**config.mk**
```make
export PLATFORM = sky130hd
export DESIGN_NAME = rxg_bank
export DESIGN_NICKNAME = d
export VERILOG_FILES = /design/src/hw/rxg_pkg.sv /design/src/hw/rxg_bank.sv
export VERILOG_INCLUDE_DIRS = /design/src /design/src/hw
export SDC_FILE = /design/constraint.sdc
export NUM_CORES = 1
export LEC_CHECK = 0
export ABC_AREA = 1
export BUFFER_PORTS_ARGS = -buffer_cell sky130_fd_sc_hd__buf_2
export CAP_MARGIN = 10
export CORE_ASPECT_RATIO = 0.6
export CORE_MARGIN = 5
export CORE_UTILIZATION = 46
export CTS_CLUSTER_SIZE = 40
export DETAILED_ROUTE_END_ITERATION = 6
export PLACE_DENSITY_LB_ADDON = 0.3
export SKIP_LAST_GASP = 1
export SLEW_MARGIN = 10
export SYNTH_ARGS = -nofsm -noshare
export SYNTH_HDL_FRONTEND = slang
export SYNTH_SLANG_ARGS = --single-unit
```
**constraint.sdc**
```tcl
create_clock -name CLK -period 1.3 [get_ports CLK]
set_input_delay 0.065 -clock CLK [delete_from_list [all_inputs] [get_ports CLK]]
set_output_delay 0.065 -clock CLK [all_outputs]
set_load 0.1 [all_outputs]
```
**src/hw/rxg_params.svh**
```systemverilog
// Purpose: constants for the receiver demodulator and gain configuration bank
// Assumes: AXI4-Lite byte addresses are four times the register index
// Notes: one aligned word per register, data in the low eight bits
`ifndef RXG_PARAMS_SVH
`define RXG_PARAMS_SVH
`define RXG_IDX_DEMOD 8'h0c
`define RXG_IDX_STAGE1 8'h0d
`define RXG_IDX_STAGE23 8'h0e
`define RXG_RST_DEMOD 8'h2c
`define RXG_RST_STAGE1 8'hd8
`define RXG_RST_STAGE23 8'h00
`define RXG_B_DEMOD_MODE 7
`define RXG_B_AMD_SEL 6
`define RXG_B_SQ_EN 5
`define RXG_B_SQ_RATIO 4
`define RXG_B_GL_EN 3
`define RXG_B_GL_WIN 2
`define RXG_B_GL_ALG 1
`define RXG_B_GL_RATIO 0
`define RXG_B_LOW_FREQ_INPUT_ENABLE 1
`define RXG_B_LF_SPLIT 0
`define RXG_SQ_DELAY_NS 18880
`define RXG_CLK_NS 50
`define RXG_SQ_DELAY_CYC ((`RXG_SQ_DELAY_NS + `RXG_CLK_NS - 1) / `RXG_CLK_NS)
`define RXG_GL_PULSES 8
`define RXG_STAGE23_MAX 4'ha
`define RXG_STAGE23_WIDEN_MAX 4'h4
`define RXG_RESP_OKAY 2'b00
`define RXG_RESP_SLVERR 2'b10
`endif

```
**src/hw/rxg_pkg.sv**
```systemverilog
// Purpose: types for the receiver configuration bank
// Assumes: rxg_params.svh holds every number
// Notes: none
package rxg_pkg;
   typedef enum logic [2:0] {
      RXG_SQ_IDLE = 3'b001,
      RXG_SQ_WAIT = 3'b010,
      RXG_SQ_ON = 3'b100
   } rxg_sq_e;

   typedef struct packed {
      logic [1:0] mode;
      logic [2:0] am_db_tenths_idx;
   } rxg_unused_s;

   typedef struct packed {
      logic iq_mode;
      logic iq_invalid;
      logic sq_ratio_6_3;
      logic gl_active;
      logic gl_whole_frame;
      logic gl_alg_reset;
      logic gl_ratio_6;
      logic hf_route;
      logic lf_route;
      logic lf_split_ab;
   } rxg_ctl_s;

   typedef struct packed {
      logic [3:0] widen_steps;
      logic [3:0] stage_cut_steps;
      logic invalid;
   } rxg_s23_s;

   typedef struct packed {
      logic aw_hold;
      logic [7:0] aw_addr;
      logic w_hold;
      logic [7:0] w_data;
      logic [3:0] w_strb;
      logic bvalid;
      logic [1:0] bresp;
      logic rvalid;
      logic [7:0] rdata;
      logic [1:0] rresp;
      logic [7:0] demod;
      logic [7:0] stage1;
      logic [7:0] stage23;
      logic [7:0] stage23_live;
      rxg_sq_e sq;
      logic [9:0] sq_cnt;
      logic [3:0] gl_pulses;
      logic gl_run;
   } rxg_state_s;
endpackage

```
**src/hw/rxg_bank.sv**
```systemverilog
// Purpose: AXI4-Lite bank of three receiver configuration registers with squelch timing
// Assumes: TX end, frame, pulse and timer-match strobes come from logic on CLK
// Notes: one write and one read at a time; both can be answered in parallel
`timescale 1ns/100ps
`include "rxg_params.svh"
module rxg_bank
   import rxg_pkg::*;
(
   // Clock and reset
   input wire logic CLK,
   input wire logic RST_B,
   // AXI4-Lite write
   input wire logic [7:0] AWADDR,
   input wire logic AWVALID,
   output logic AWREADY,
   input wire logic [31:0] WDATA,
   input wire logic [3:0] WSTRB,
   input wire logic WVALID,
   output logic WREADY,
   output logic [1:0] BRESP,
   output logic BVALID,
   input wire logic BREADY,
   // AXI4-Lite read
   input wire logic [7:0] ARADDR,
   input wire logic ARVALID,
   output logic ARREADY,
   output logic [31:0] RDATA,
   output logic [1:0] RRESP,
   output logic RVALID,
   input wire logic RREADY,
   // Receiver events
   input wire logic TX_END,
   input wire logic RX_FRAME,
   input wire logic SUBCARRIER_PULSE,
   input wire logic SQ_STOP_MATCH,
   input wire logic RESET_RX_GAIN_CMD,
   // Analog controls
   output logic SQUELCH_ACTIVE,
   output logic GAIN_LOOP_RUN,
   output rxg_ctl_s RX_CTL,
   output logic [2:0] AM_STAGE1_GAIN,
   output logic [2:0] PM_STAGE1_GAIN,
   output rxg_s23_s AM_STAGE23,
   output rxg_s23_s PM_STAGE23,
   output logic [7:0] STAGE23_LOADED
);

   rxg_state_s s_q;
   rxg_state_s s_d;

   function automatic logic [1:0] addr_sel(input logic [7:0] a);
      // Byte address to slot: 1..3, 0 when unmapped
      if (a == (`RXG_IDX_DEMOD << 2)) addr_sel = 2'd1;
      else if (a == (`RXG_IDX_STAGE1 << 2)) addr_sel = 2'd2;
      else if (a == (`RXG_IDX_STAGE23 << 2)) addr_sel = 2'd3;
      else addr_sel = 2'd0;
   endfunction

   function automatic rxg_s23_s dec_s23(input logic [3:0] c);
      dec_s23.invalid = (c > `RXG_STAGE23_MAX);
      dec_s23.widen_steps = (c > `RXG_STAGE23_WIDEN_MAX) ? `RXG_STAGE23_WIDEN_MAX : c;
      dec_s23.stage_cut_steps = (c > `RXG_STAGE23_WIDEN_MAX) ?
         4'(c - `RXG_STAGE23_WIDEN_MAX) : 4'h0;
   endfunction

   logic aw_ok;
   logic w_ok;
   logic do_write;
   logic [1:0] wsel;
   logic [1:0] rsel;
   logic [7:0] aw_a;
   logic [7:0] w_v;
   logic w_lane0;

   assign AWREADY = !s_q.aw_hold && !s_q.bvalid;
   assign WREADY = !s_q.w_hold && !s_q.bvalid;
   assign ARREADY = !s_q.rvalid;

   always_comb begin
      aw_ok = s_q.aw_hold || (AWVALID && AWREADY);
      w_ok = s_q.w_hold || (WVALID && WREADY);
      do_write = aw_ok && w_ok && !s_q.bvalid;
      aw_a = s_q.aw_hold ? s_q.aw_addr : AWADDR;
      w_v = s_q.w_hold ? s_q.w_data : WDATA[7:0];
      w_lane0 = s_q.w_hold ? s_q.w_strb[0] : WSTRB[0];
      wsel = addr_sel(aw_a);
      rsel = addr_sel(ARADDR);
   end

   always_comb begin
      s_d = s_q;
      // Address and data may arrive in either order
      if (AWVALID && AWREADY && !do_write) begin
         s_d.aw_hold = 1'b1;
         s_d.aw_addr = AWADDR;
      end
      if (WVALID && WREADY && !do_write) begin
         s_d.w_hold = 1'b1;
         s_d.w_data = WDATA[7:0];
         s_d.w_strb = WSTRB;
      end
      if (do_write) begin
         s_d.aw_hold = 1'b0;
         s_d.w_hold = 1'b0;
         s_d.bvalid = 1'b1;
         s_d.bresp = (wsel == 2'd0) ? `RXG_RESP_SLVERR : `RXG_RESP_OKAY;
         if (w_lane0) begin
            case (wsel)
               2'd1: s_d.demod = w_v;
               2'd2: s_d.stage1 = w_v;
               // Held back from AGC/squelch/RSSI until the load command
               2'd3: s_d.stage23 = w_v;
               default: ;
            endcase
         end
      end else if (s_q.bvalid && BREADY) begin
         s_d.bvalid = 1'b0;
      end
      if (ARVALID && ARREADY) begin
         s_d.rvalid = 1'b1;
         s_d.rresp = (rsel == 2'd0) ? `RXG_RESP_SLVERR : `RXG_RESP_OKAY;
         case (rsel)
            2'd1: s_d.rdata = s_q.demod;
            2'd2: s_d.rdata = s_q.stage1;
            2'd3: s_d.rdata = s_q.stage23;
            default: s_d.rdata = 8'h00;
         endcase
      end else if (s_q.rvalid && RREADY) begin
         s_d.rvalid = 1'b0;
      end
      // Command copies the register into the loop blocks
      if (RESET_RX_GAIN_CMD) begin
         s_d.stage23_live = s_q.stage23;
      end
      // Squelch sequencer; a TX end is taken only in idle, so one during the delay or while on is ignored
      case (s_q.sq)
         RXG_SQ_IDLE: begin
            if (TX_END && s_q.demod[`RXG_B_SQ_EN]) begin
               s_d.sq = RXG_SQ_WAIT;
               s_d.sq_cnt = 10'd1;
            end
         end
         RXG_SQ_WAIT: begin
            s_d.sq_cnt = 10'(s_q.sq_cnt + 10'd1);
            if (s_q.sq_cnt >= 10'(`RXG_SQ_DELAY_CYC)) begin
               s_d.sq = RXG_SQ_ON;
            end
         end
         RXG_SQ_ON: begin
            if (SQ_STOP_MATCH) begin
               s_d.sq = RXG_SQ_IDLE;
            end
         end
         default: s_d.sq = RXG_SQ_IDLE;
      endcase
      if (!s_q.demod[`RXG_B_SQ_EN]) begin
         s_d.sq = RXG_SQ_IDLE;
         s_d.sq_cnt = 10'd0;
      end
      // Gain loop window: eight pulses or the whole frame
      if (!RX_FRAME || !s_q.demod[`RXG_B_GL_EN]) begin
         s_d.gl_pulses = 4'h0;
         s_d.gl_run = RX_FRAME && s_q.demod[`RXG_B_GL_EN];
      end else begin
         if (!s_q.gl_run && s_q.gl_pulses == 4'h0) begin
            s_d.gl_run = 1'b1;
         end
         if (SUBCARRIER_PULSE && s_q.gl_pulses != 4'(`RXG_GL_PULSES)) begin
            s_d.gl_pulses = 4'(s_q.gl_pulses + 4'h1);
         end
         if (!s_q.demod[`RXG_B_GL_WIN] && SUBCARRIER_PULSE &&
             s_q.gl_pulses == 4'(`RXG_GL_PULSES - 1)) begin
            s_d.gl_run = 1'b0;
         end
      end
      if (!RST_B) begin
         s_d = '0;
         s_d.demod = `RXG_RST_DEMOD;
         s_d.stage1 = `RXG_RST_STAGE1;
         s_d.stage23 = `RXG_RST_STAGE23;
         s_d.stage23_live = `RXG_RST_STAGE23;
         s_d.sq = RXG_SQ_IDLE;
      end
   end

   always_ff @(posedge CLK) begin
      s_q <= s_d;
   end

   assign BVALID = s_q.bvalid;
   assign BRESP = s_q.bresp;
   assign RVALID = s_q.rvalid;
   assign RRESP = s_q.rresp;
   assign RDATA = {24'h000000, s_q.rdata};
   assign SQUELCH_ACTIVE = (s_q.sq == RXG_SQ_ON);
   assign GAIN_LOOP_RUN = s_q.gl_run;
   always_comb begin
      RX_CTL.iq_mode = s_q.demod[`RXG_B_DEMOD_MODE];
      // Peak detector cannot feed I/Q; flagged, not corrected
      RX_CTL.iq_invalid = s_q.demod[`RXG_B_DEMOD_MODE] && !s_q.demod[`RXG_B_AMD_SEL];
      RX_CTL.sq_ratio_6_3 = s_q.demod[`RXG_B_SQ_RATIO];
      RX_CTL.gl_active = s_q.demod[`RXG_B_GL_EN];
      RX_CTL.gl_whole_frame = s_q.demod[`RXG_B_GL_WIN];
      RX_CTL.gl_alg_reset = s_q.demod[`RXG_B_GL_ALG];
      RX_CTL.gl_ratio_6 = s_q.demod[`RXG_B_GL_RATIO];
      RX_CTL.hf_route = !s_q.stage1[`RXG_B_LOW_FREQ_INPUT_ENABLE];
      RX_CTL.lf_route = s_q.stage1[`RXG_B_LOW_FREQ_INPUT_ENABLE];
      RX_CTL.lf_split_ab = s_q.stage1[`RXG_B_LF_SPLIT];
   end
   assign AM_STAGE1_GAIN = s_q.stage1[7:5];
   assign PM_STAGE1_GAIN = s_q.stage1[4:2];
   assign AM_STAGE23 = dec_s23(s_q.stage23_live[7:4]);
   assign PM_STAGE23 = dec_s23(s_q.stage23_live[3:0]);
   assign STAGE23_LOADED = s_q.stage23_live;

   chk_bvalid_hold: assert property (@(posedge CLK) disable iff (!RST_B)
      BVALID && !BREADY |=> BVALID && $stable(BRESP))
      else $error("write response dropped");
   chk_rvalid_hold: assert property (@(posedge CLK) disable iff (!RST_B)
      RVALID && !RREADY |=> RVALID && $stable(RDATA))
      else $error("read data dropped");
   chk_stage23_defer: assert property (@(posedge CLK) disable iff (!RST_B)
      !RESET_RX_GAIN_CMD |=> $stable(STAGE23_LOADED))
      else $error("stage23 live value changed without command");
   chk_stage23_load: assert property (@(posedge CLK) disable iff (!RST_B)
      RESET_RX_GAIN_CMD |=> STAGE23_LOADED == $past(s_q.stage23))
      else $error("stage23 load wrong");
   // Start must come inside the delay window; the exact count is checked next
   chk_squelch_delay: assert property (@(posedge CLK) disable iff (!RST_B)
      s_q.sq == RXG_SQ_IDLE && TX_END && s_q.demod[`RXG_B_SQ_EN] |->
      ##[1:379] (SQUELCH_ACTIVE || !s_q.demod[`RXG_B_SQ_EN]))
      else $error("squelch did not start in time");
   chk_squelch_early: assert property (@(posedge CLK) disable iff (!RST_B)
      $rose(SQUELCH_ACTIVE) |-> $past(s_q.sq_cnt) == 10'd378)
      else $error("squelch started at wrong count");
   chk_squelch_off: assert property (@(posedge CLK) disable iff (!RST_B)
      !s_q.demod[`RXG_B_SQ_EN] |=> !SQUELCH_ACTIVE)
      else $error("squelch active while disabled");
   chk_iq_flag: assert property (@(posedge CLK) disable iff (!RST_B)
      RX_CTL.iq_invalid |-> RX_CTL.iq_mode && !s_q.demod[`RXG_B_AMD_SEL])
      else $error("iq flag wrong");
   chk_gl_enable: assert property (@(posedge CLK) disable iff (!RST_B)
      GAIN_LOOP_RUN |-> $past(s_q.demod[`RXG_B_GL_EN]))
      else $error("gain loop ran disabled");
   chk_gl_window: assert property (@(posedge CLK) disable iff (!RST_B)
      s_q.gl_pulses == 4'h8 && !s_q.demod[`RXG_B_GL_WIN] |-> !GAIN_LOOP_RUN)
      else $error("gain loop ran past eight pulses");
   chk_s23_code: assert property (@(posedge CLK) disable iff (!RST_B)
      STAGE23_LOADED[7:4] == 4'h7 |-> AM_STAGE23.widen_steps == 4'h4 &&
      AM_STAGE23.stage_cut_steps == 4'h3)
      else $error("stage23 decode wrong");
   chk_ratio_bits: assert property (@(posedge CLK) disable iff (!RST_B)
      ##1 RX_CTL.gl_ratio_6 == s_q.demod[0] && RX_CTL.sq_ratio_6_3 == s_q.demod[4])
      else $error("ratio bits wrong");

   cov_write: cover property (@(posedge CLK) disable iff (!RST_B) BVALID && BREADY);
   cov_read: cover property (@(posedge CLK) disable iff (!RST_B) RVALID && RREADY);
   cov_squelch: cover property (@(posedge CLK) disable iff (!RST_B) $fell(SQUELCH_ACTIVE));
   cov_load: cover property (@(posedge CLK) disable iff (!RST_B) RESET_RX_GAIN_CMD);
endmodule // rxg_bank

```
==> results.md, run 1 <==
* Synth Instances at 655
* Root buffer cell: clkbuf_16
* TritonCTS Sinks at 81
* Yosys cell types at 35
* Max-Cap Viols at 0
* Die area at 0.0121 mm2
* Reg-to-reg slack, setup at -0.35 ns
* Final setup viols at 63
* Core footprint at 0.00977 mm2
* Clock buffer depth at 2
* Design area at 0.00767 mm2
* Psw at 3.27 mW
* Area delta synth->final at 68.4%
* Layout Skew at between 0.01 and 0.015 ns
* Ys async rst share at 0
* Status: complete, but fails checks
* Clk pwr share at 0.304
* Sequential share of power at 0.330
* Router iterations before antenna repair at 5
* Worst Path Required at 1.54 ns
* Port-buffer cells at 95
* GRT Max-Usage Layer: met2
* Tot GR Track Use at 0.254
* Ys flop type: dfxtp_1
* Yosys reg bits at just over 80
* Most frequent cells in the layout: nand2_1, dfxtp_1, buf_4
* Final Cycle Share at 1.27
* Fill cells at 598
* Grt met1 use at 0.322
* Maximum VDD drop at 0.689 mV
* Final slew viol count at 0
* CTS Buf Count at 9
* Routed vias at around 5,200
* Post-DRT Antenna Nets at 0
* EDFF count, synth at 0
* Routing usage on met3 at 0.0708
* Crit path from: s_q[85]$_SDFFE_PP0P_
* Routability cong. at 0.869
* Die extent in x at 138 um
* PwrDens at 1090 mW/mm2
* Final net count at 905
* Routed WL at 17.2 mm
* Post-synth design cell area at 0.00455 mm2
* RSZ-0062 raised after global routing: true
* FP Rows at 28
* Avg Vias per Cell at 5.35
* Worst min path class: in -> reg
* Reg2reg end: RX_CTL[1]$_SDFFE_PN0P_
* Sequential fraction of the synthesis area at 0.356
* Critical Path AT at roughly 1.9 ns
* Starting Density at 0.466
* GRT overflow at 0
* Max Clk Rate at 607 MHz
* Number of remaining DRC errors at 0
* Pin count of the biggest net entering global routing at 35
* First-pass GRT wire length at 24.7 mm
* Synth warnings at 0
* Die Y at slightly below 90 um
* DP Area at 0.00616 mm2
* Setup ws final at -0.347 ns
* Min Clock Period, post-route at approximately 1.6 ns
* # diodes at 0
* I/O pin cnt at 149
* Hold_ws at -0.00400 ns
* H-tree depth at 3
* Setup CP Type: reg -> reg
* Clk_lat worst skew at 0.36 ns
* Share of cells above drive strength 1 at 0.501
* Met2 GRT Util at 0.412
* Mapped Avg Cell Area at 6.95 um2
* Switching share of total power at 0.392
* Clock slew at reported path FFs at around 0.060 ns
* Crit end category: flop
* DP HPWL at about 10 mm
* Total power at 8.33 mW
* Drt initial violations at slightly above 500
* Core Util, Final at 0.784
* Crit-path max FO at 6
* Most common cell after layout, fill and taps aside: nand2_1
* Leakage at 3.24 nW
* Vias in the first global route at 4,926
* Combinational share of power at 0.366
* CTS tree: built
* Reg2reg path depth at 10
* Hold Fails Final Rpt at 1
* Initial antenna violation count at 0
* Pre-CTS setup slack at -0.275 ns
* Failing checks: hold timing, setup timing
* Internal power at 5.06 mW
* CP endpoint: RX_CTL[1]$_SDFFE_PN0P_
* Crit start category: flop
* FF-to-FF Start: s_q[85]$_SDFFE_PP0P_
* Avg WL per Cell at 17.8 um
-- how the worst min path moves through the flow --
stage	cells past startpoint	end	slack (ns)	start
after floorplan	1	GAIN_LOOP_RUN$_SDFFE_PN0P_	0.16	SUBCARRIER_PULSE
after global placement	2	GAIN_LOOP_RUN$_SDFFE_PN0P_	0.29	SUBCARRIER_PULSE
after global routing	3	s_q[83]$_SDFFE_PN0P_	0.02	AWADDR[6]
after CTS	3	s_q[69]$_SDFFE_PN0P_	0.009	WDATA[1]
after detailed placement	2	GAIN_LOOP_RUN$_SDFFE_PN0P_	0.29	SUBCARRIER_PULSE
final	3	s_q[82]$_SDFFE_PN0P_	-0.004	AWADDR[5]
-- state kept, by name (all words and copies together), names as in the netlist --
| signal | cells |
|---|---|
| s_q | 46 |
| RDATA | 8 |
| RX_CTL | 8 |
| STAGE23_LOADED | 8 |
| AM_STAGE1_GAIN | 3 |
| PM_STAGE1_GAIN | 3 |
| BRESP | 1 |
| BVALID | 1 |
| GAIN_LOOP_RUN | 1 |
| RRESP | 1 |
| RVALID | 1 |
-- synthesized netlist by cell type (4+ instances only) --
library cell | number | area (um2)
nand2_2 | 8 | 50.1
nor2_1 | 89 | 334
nor3_1 | 8 | 40.0
mux2i_1 | 5 | 50.1
ha_1 | 10 | 125
a31oi_1 | 5 | 31.3
clkbuf_1 | 5 | 18.8
nand3b_1 | 6 | 45.0
dfxtp_1 | 81 | 1620
nor2_2 | 6 | 37.5
nor2_4 | 6 | 67.6
inv_1 | 69 | 259
nand3_1 | 73 | 365
nand2_1 | 110 | 413
o21ai_0 | 40 | 200
buf_2 | 4 | 20.0
buf_4 | 61 | 458
o211ai_1 | 4 | 30.0
a21oi_1 | 40 | 200
-- cell families after synthesis --
kind of cell               after synthesis  share of synthesized area
DFF                                     81                      0.356
and+or+nand+nor                        314                      0.311
AOI/OAI and AO/OA                       98                      0.119
other                                    1                   0.000824
muxes                                    5                     0.0110
buffers and inverters                  146                      0.174
adders and majority gates               10                     0.0275
-- critical path: stages, from the launching register on --
cell and delay, ns:
dfxtp_4 0.40, buf_8 0.15, nand2_2 0.08, nand2_4 0.07, nor2_4 0.15, nand2_2 0.10, nor2_4 0.24, buf_6 0.14
nand3_2 0.06, nand2_1 0.08, nor2_1 0.06
-- metal layers --
layer  up-vias  routed length [um]
li1       2395                   -
met1      2389                6710
met2       343                7980
met3        67                1830
met4         0                 729
met5         -                   0
-- layout make-up --
| class | count | area [um2] | share of cell area |
|---|---|---|---|
| sequential | 81 | 1670 | 0.217 |
| multi-input combinational | 453 | 3110 | 0.405 |
| inverter | 73 | 340 | 0.0444 |
| tap | 135 | 169 | 0.0220 |
| timing repair inverter | 1 | 7.51 | 0.000979 |
| clock buffer | 10 | 239 | 0.0312 |
| timing repair buffer | 212 | 2090 | 0.273 |
| clock inverter | 6 | 50.0 | 0.00653 |
-- metrics by stage --
step / instances / hold WS (ns) / setup TNS [ns]
global placement: 898 / 0.290 / -3.68
floorplan: 680 / 0.165 / -15.55
CTS: 958 / 0.00904 / -7.26
finish: 971 / -0.00400 / -11.83
global route: 971 / 0.0227 / -15.44
detailed placement: 898 / 0.293 / -5.78
-- power groups by stage --
| stage | sequential (mW) | combinational [mW] | clock (mW) |
|---|---|---|---|
| finish | 2.75 | 3.05 | 2.53 |
| global route | 2.76 | 3.17 | 2.63 |
| CTS | 2.71 | 2.73 | 2.51 |
| detailed placement | 2.76 | 2.43 | 0 |
| global placement | 2.75 | 2.38 | 0 |
| floorplan | 2.80 | 1.71 | 0 |
-- what timing repair did --
action,CTS,global route
buffers inserted,30,14
endpoints found under the setup margin,70,85
hold buffers,13,0
cloned,1,2
pin swaps,47,54
gates resized for setup,95,123
hold endpoints to repair,13,0
No activity file was read; power rests on OpenSTA's default activity.
==> inputs of run 2 (changes only) <==
- ABC_AREA: 1 -> default
==> run 2 against run 1 <==
The flow finishes with violations (setup timing); sequential power shrank 6%; die area shrank 4.2%; design area shrank 16%; global-route usage shrank 4.8 points.
==> results.md, run 2 <==
* Status: complete, but fails checks
* Failing checks: setup timing
* Fin Setup TNS at -12.94 ns
* Pre-CTS setup slack at -0.250 ns
* Final setup viols at 71
* Fill cells at 662
* Dpl cells at around 700
* Max-slew headroom at 0.661
* Avg Vias per Cell at around 5.2
* WP buf/inv at 3
* Clock buffer depth at 2
* Starting Density at 0.473
* Die area at 0.0115 mm2
* Max-Cap Viols at 0
* Largest stage delay, worst path at 0.35 ns
* Sequential fraction of the synthesis area at 0.373
* Synth warnings at 0
* Total power at 6.32 mW
* First-pass GRT wire length at 19.2 mm
* Crit-path max FO at 4
* FP Rows at 27
* Share of cells above drive strength 1 at 0.437
* Number of remaining DRC errors at 0
* Hold_ws at 0.00566 ns
* Adder-cell area share of the yosys netlist at 0.0288
* Routed WL at 12.1 mm
* GRT overflow at 0
* Largest register FFs at 46
* Drt initial violations at 244
* Area fraction of the dominant cell type after synthesis at 0.373
* Yosys reg bits at 81
* # diodes at 0
* Leakage at 2.71 nW
* Final Cycle Share at 1.24
* Avg WL per Cell at 16.2 um
* Core footprint at 0.00919 mm2
* Compound-cell area share of the yosys netlist at 0.0968
* Most frequent cells in the layout: dfxtp_1, nor2_1, buf_2
* Area delta synth->final at 48.4%
* Layout Skew at between 0.006 and 0.007 ns
* Synth Instances at around 480
* Post-synthesis mux area share at 0.162
* H-tree depth at 3
* Ranking of synthesized cells by area: dfxtp_1, mux2i_1, buf_4, nor2_1, nand2_1
* Most used cell, CP: buf_12
* DP HPWL at ~8.8 mm
* Most frequent cells after synthesis: dfxtp_1, nor2_1, buf_4
* Worst min path class: in -> reg
* Min Clock Period, post-route at 1.61 ns
* Vias in the first global route at 3,743
* Non-Filler Instances at 746
* Largest Register: s_q
* Worst slew pin tran at around 0.5 ns
* Router iterations before antenna repair at 4
* Hold Fails Final Rpt at 0
* PwrDens at 981 mW/mm2
* Post-DRT Antenna Nets at 0
* Mapped Avg Cell Area at 8.97 um2
* Top delay family on crit path: buffers and inverters
* Port-buffer cells at 95
* Final slew viol count at 0
* Crit start category: flop
* Post-synth top area cell: dfxtp_1
* Setup CP Type: reg -> out
* Critical Path AT at roughly 1.6 ns
* Pin count of the biggest net entering global routing at 50
* TritonCTS Sinks at roughly 80
* Clk_lat worst skew at approximately 0.34 ns
* Yosys cell types at between 50 and 60
* Slowest-stage cell, CP: dfxtp_4
* Synth Area in XOR/XNOR at 0.0101
* Die Y at 85.3 um
* Levels on crit path at 5
* Routed vias at 3,866
* Maximum VDD drop at about 0.80 mV
* Final net count at just under 700
* CTS Buf Count at 9
* Tot GR Track Use at 0.206
* Worst path cell trace: inv_4, buf_12, ha_4, a311oi_4, buf_12
* Max Clk Rate at 621 MHz
* Clock slew at reported path FFs at approximately 0.06 ns
* CTS tree: built
* Post-synth design cell area at 0.00434 mm2
* RSZ-0062 raised after global routing: true
* Setup ws final at -0.311 ns
* Crit end category: primary output
* Most frequent cell after synthesis: dfxtp_1
* Routability cong. at 0.908
* Reg2reg path depth at 7
* Root buffer cell: clkbuf_16
* Worst Path Required at 1.24 ns
* Most common cell after layout, fill and taps aside: dfxtp_1
* Largest family of logic cells by synthesized area: simple AND/OR/NAND/NOR gates
* Ys flop type: dfxtp_1
* Die extent in x at ~140 um
* I/O pin cnt at roughly 150
* Fraction of the mapped netlist area in simple logic gates at 0.199
* Ys async rst share at 0
* Cells on Worst Hold Path at 3
* EDFF count, synth at 0
* Initial antenna violation count at 0
## run 2: layout make-up
class,count,area (um2),share of cell area
clock inverter,3,15.0,0.00233
tap,130,163,0.0252
inverter,13,62.6,0.00971
timing repair buffer,168,1600,0.249
sequential,81,1660,0.257
clock buffer,13,260,0.0404
multi-input combinational,338,2680,0.416
## run 2: where the power goes
part,switching (mW),total [mW],internal [mW]
logic,0.941,1.38,0.437
registers,0.0554,2.59,2.54
clock network,0.960,2.35,1.39
## run 2: kinds of logic after synthesis
group | Yosys count
AOI/OAI and AO/OA | 55
DFF | 81
muxes | 69
other | 1
buffers and inverters | 90
xor gates and xnor gates | 5
adders and majority gates | 10
and+or+nand+nor | 173
## run 2: final timing paths
path                             startpoint                      to  slack [ns]
min reg2reg          RX_CTL[0]$_SDFFE_PN0P_  RX_CTL[0]$_SDFFE_PN0P_        0.48
min                                WDATA[7]    s_q[75]$_SDFFE_PN0P_       0.006
max          STAGE23_LOADED[2]$_SDFFE_PN0P_           PM_STAGE23[4]       -0.31
max reg2reg            s_q[85]$_SDFFE_PP0P_    s_q[72]$_SDFFE_PN0P_       -0.28
## run 2: worst reg2reg max path, cell delays in order (launching register included)
cell and delay (ns):
dfxtp_4 0.36, buf_6 0.13, buf_4 0.16, nor3_4 0.20, nand3b_1 0.17, buf_6 0.19, mux2i_2 0.18, nor2_1 0.06
## run 2: per-stage QoR
stage	util	cell area, um2
after global placement	0.610	5610
after CTS	0.685	6300
final	0.701	6440
after detailed placement	0.610	5610
after global routing	0.701	6440
after floorplan	-	4740
## run 2: routing by layer
layer	track usage	wire (um)	vias to the layer above	part of all wire
li1	-	-	1844	-
met1	0.286	5630	1843	0.47
met2	0.319	5340	159	0.44
met3	0.0521	903	20	0.075
met4	0.0567	197	0	0.016
met5	0	0	-	0
## run 2: what timing repair did
| action | CTS | global route |
|---|---|---|
| endpoints found under the hold margin | 12 | 0 |
| setup buffers | 10 | 7 |
| resized for setup | 60 | 31 |
| endpoints found under the setup margin | 72 | 77 |
| hold buffers | 12 | 0 |
| cloned | 1 | 0 |
| pin swaps | 20 | 11 |
==> inputs of run 3 (changes only) <==
- CORE_ASPECT_RATIO: 0.6 -> 0.8
==> run 3 against run 2 <==
The run ends with hold timing, setup timing left; combinational power shrank 5%; sequential share of layout area increased by 0.61 points; fmax down 0.41%; first-iteration DRC count is 28% lower; wire length fell by 7.0%; clock skew grew 0.0030 ns; critical path depth stayed put; sequential cell count is the same; die area down 0.45%; clock-buffer cell count decreased by 4; sequential power hardly changed; register-to-register slack got worse by 0.02 ns; critical endpoint unchanged; largest cell class unchanged.
==> results.md, run 3 (synthesized netlist as in run 2, its figures left out) <==
* Status: complete, but fails checks
* Failing checks: hold timing, setup timing
* Avg Vias per Cell at ~5.1
* Dpl cells at 684
* Largest Register: s_q
* Setup CP Type: reg -> out
* Final setup viols at 70
* Fin Setup TNS at -12.14 ns
* Sequential cell area at approximately 0.0017 mm2
* Total power at 6.19 mW
* CTS tree: built
* DP HPWL at 8.34 mm
* Leakage at 2.65 nW
* Vias in the first global route at approximately 3,800
* Worst slew pin tran at approximately 0.5 ns
* Worst Path Required at 1.24 ns
* Fill cells at 667
* CTS Buf Count at 9
* Worst min path class: in -> reg
* Crit start category: flop
* # diodes at 0
* Pin count of the biggest net entering global routing at 50
* Multi-input gate area at about 0.0027 mm2
* Final net count at ~680
* Post-DRT Antenna Nets at 0
* Routed vias at 3,727
* Die extent in x at 119 um
* GRT Max-Usage Layer: met2
* Avg WL per Cell at approximately 15 um
* Critical Path AT at 1.55 ns
* Non-Filler Instances at 725
* Cells on Worst Hold Path at 3
* Root buffer cell: clkbuf_16
* Most frequent cells in the layout: nor2_1, buf_2, dfxtp_1
* Clk_lat worst skew at 0.33 ns
* Number of remaining DRC errors at 0
* Pre-CTS setup slack at -0.236 ns
* Die area at 0.0115 mm2
* Max-Cap Viols at 0
* I/O pin cnt at 149
* Routing usage on met3 at 0.0548
* Hold_ws at -0.00153 ns
* Crit-path max FO at 2
* FP Rows at 31
* Final slew viol count at 0
* Routed WL at between 10 and 15 mm
* Most common cell after layout, fill and taps aside: nor2_1
* Hold Fails Final Rpt at 1
* Tot GR Track Use at 0.193
* H-tree depth at 3
* TritonCTS Sinks at 81
* Max Clk Rate at 618 MHz
* Layout Skew at 0.00912 ns
* Reg2reg path depth at 6
* Port-buffer cells at 95
* Final Cycle Share at 1.24
* Maximum VDD drop at 0.684 mV
* Max-slew headroom at 0.664
* Share of cells above drive strength 1 at 0.434
* RSZ-0062 raised after global routing: true
* Grt met1 use at 0.246
* Core footprint at 0.00915 mm2
* GRT overflow at 0
* Setup ws final at -0.318 ns
* Router iterations before antenna repair at 5
* Largest register FFs at 46
* Starting Density at 0.474
* First-pass GRT wire length at 18.5 mm
* Die Y at 96.9 um
* Initial antenna violation count at 0
* Clock slew at reported path FFs at approximately 0.06 ns
* Min Clock Period, post-route at approximately 1.6 ns
* PwrDens at 980 mW/mm2
* Crit end category: primary output
* Clock buffer depth at 2
* Met2 GRT Util at 0.322
* Drt initial violations at 176
* Routability cong. at 0.838
* Area delta synth->final at 45.6%
run 3: stage by stage:
step,instance area (um2),util
5_1_grt,6320,0.691
3_3_place_gp,5530,0.604
6_report,6320,0.691
3_5_place_dp,5530,0.604
2_1_floorplan,4740,-
4_1_cts,6160,0.673
run 3: repair_timing:
action	CTS	global route
gates resized for setup	58	38
pin swaps	18	24
endpoints found under the setup margin	68	82
hold endpoints to repair	13	0
buffers inserted	8	5
hold buffers	13	0
gates cloned	1	0
run 3: worst max-delay path, stage by stage, from the launching register on:
cell and delay, ns:
dfxtp_4 0.35, inv_4 0.03, buf_6 0.11, ha_4 0.21, a311oi_4 0.30, buf_12 0.22
run 3: cell type report:
type / instances / share of cell area
Multi-Input combinational cell: 338 / 0.419
Tap cell: 115 / 0.0228
Clock inverter: 7 / 0.00752
Sequential cell: 81 / 0.264
Inverter: 13 / 0.00990
Clock buffer: 9 / 0.0356
Timing Repair Buffer: 162 / 0.241
run 3: path summary, 6_finish.rpt:
| check | to | start | slack, ns |
|---|---|---|---|
| min | s_q[68]$_SDFFE_PN0P_ | WDATA[0] | -0.002 |
| max | PM_STAGE23[4] | STAGE23_LOADED[2]$_SDFFE_PN0P_ | -0.32 |
| max reg2reg | RX_CTL[9]$_SDFFE_PN0P_ | s_q[85]$_SDFFE_PP0P_ | -0.30 |
| min reg2reg | RX_CTL[3]$_SDFFE_PN0P_ | RX_CTL[3]$_SDFFE_PN0P_ | 0.48 |
run 3: where the power goes:
group	internal (mW)	switching [mW]	leakage, nW
logic	0.403	0.904	1.85
registers	2.54	0.0524	0.667
clock network	1.29	1.01	0.133
total	4.23	1.96	2.65
run 3: layer usage:
metal / wire, um / part of all wire / up-vias
met2: 5410 / 0.48 / 136
met3: 833 / 0.074 / 13
li1: - / - / 1836
met1: 4870 / 0.43 / 1742
met4: 116 / 0.010 / 0
met5: 0 / 0 / -
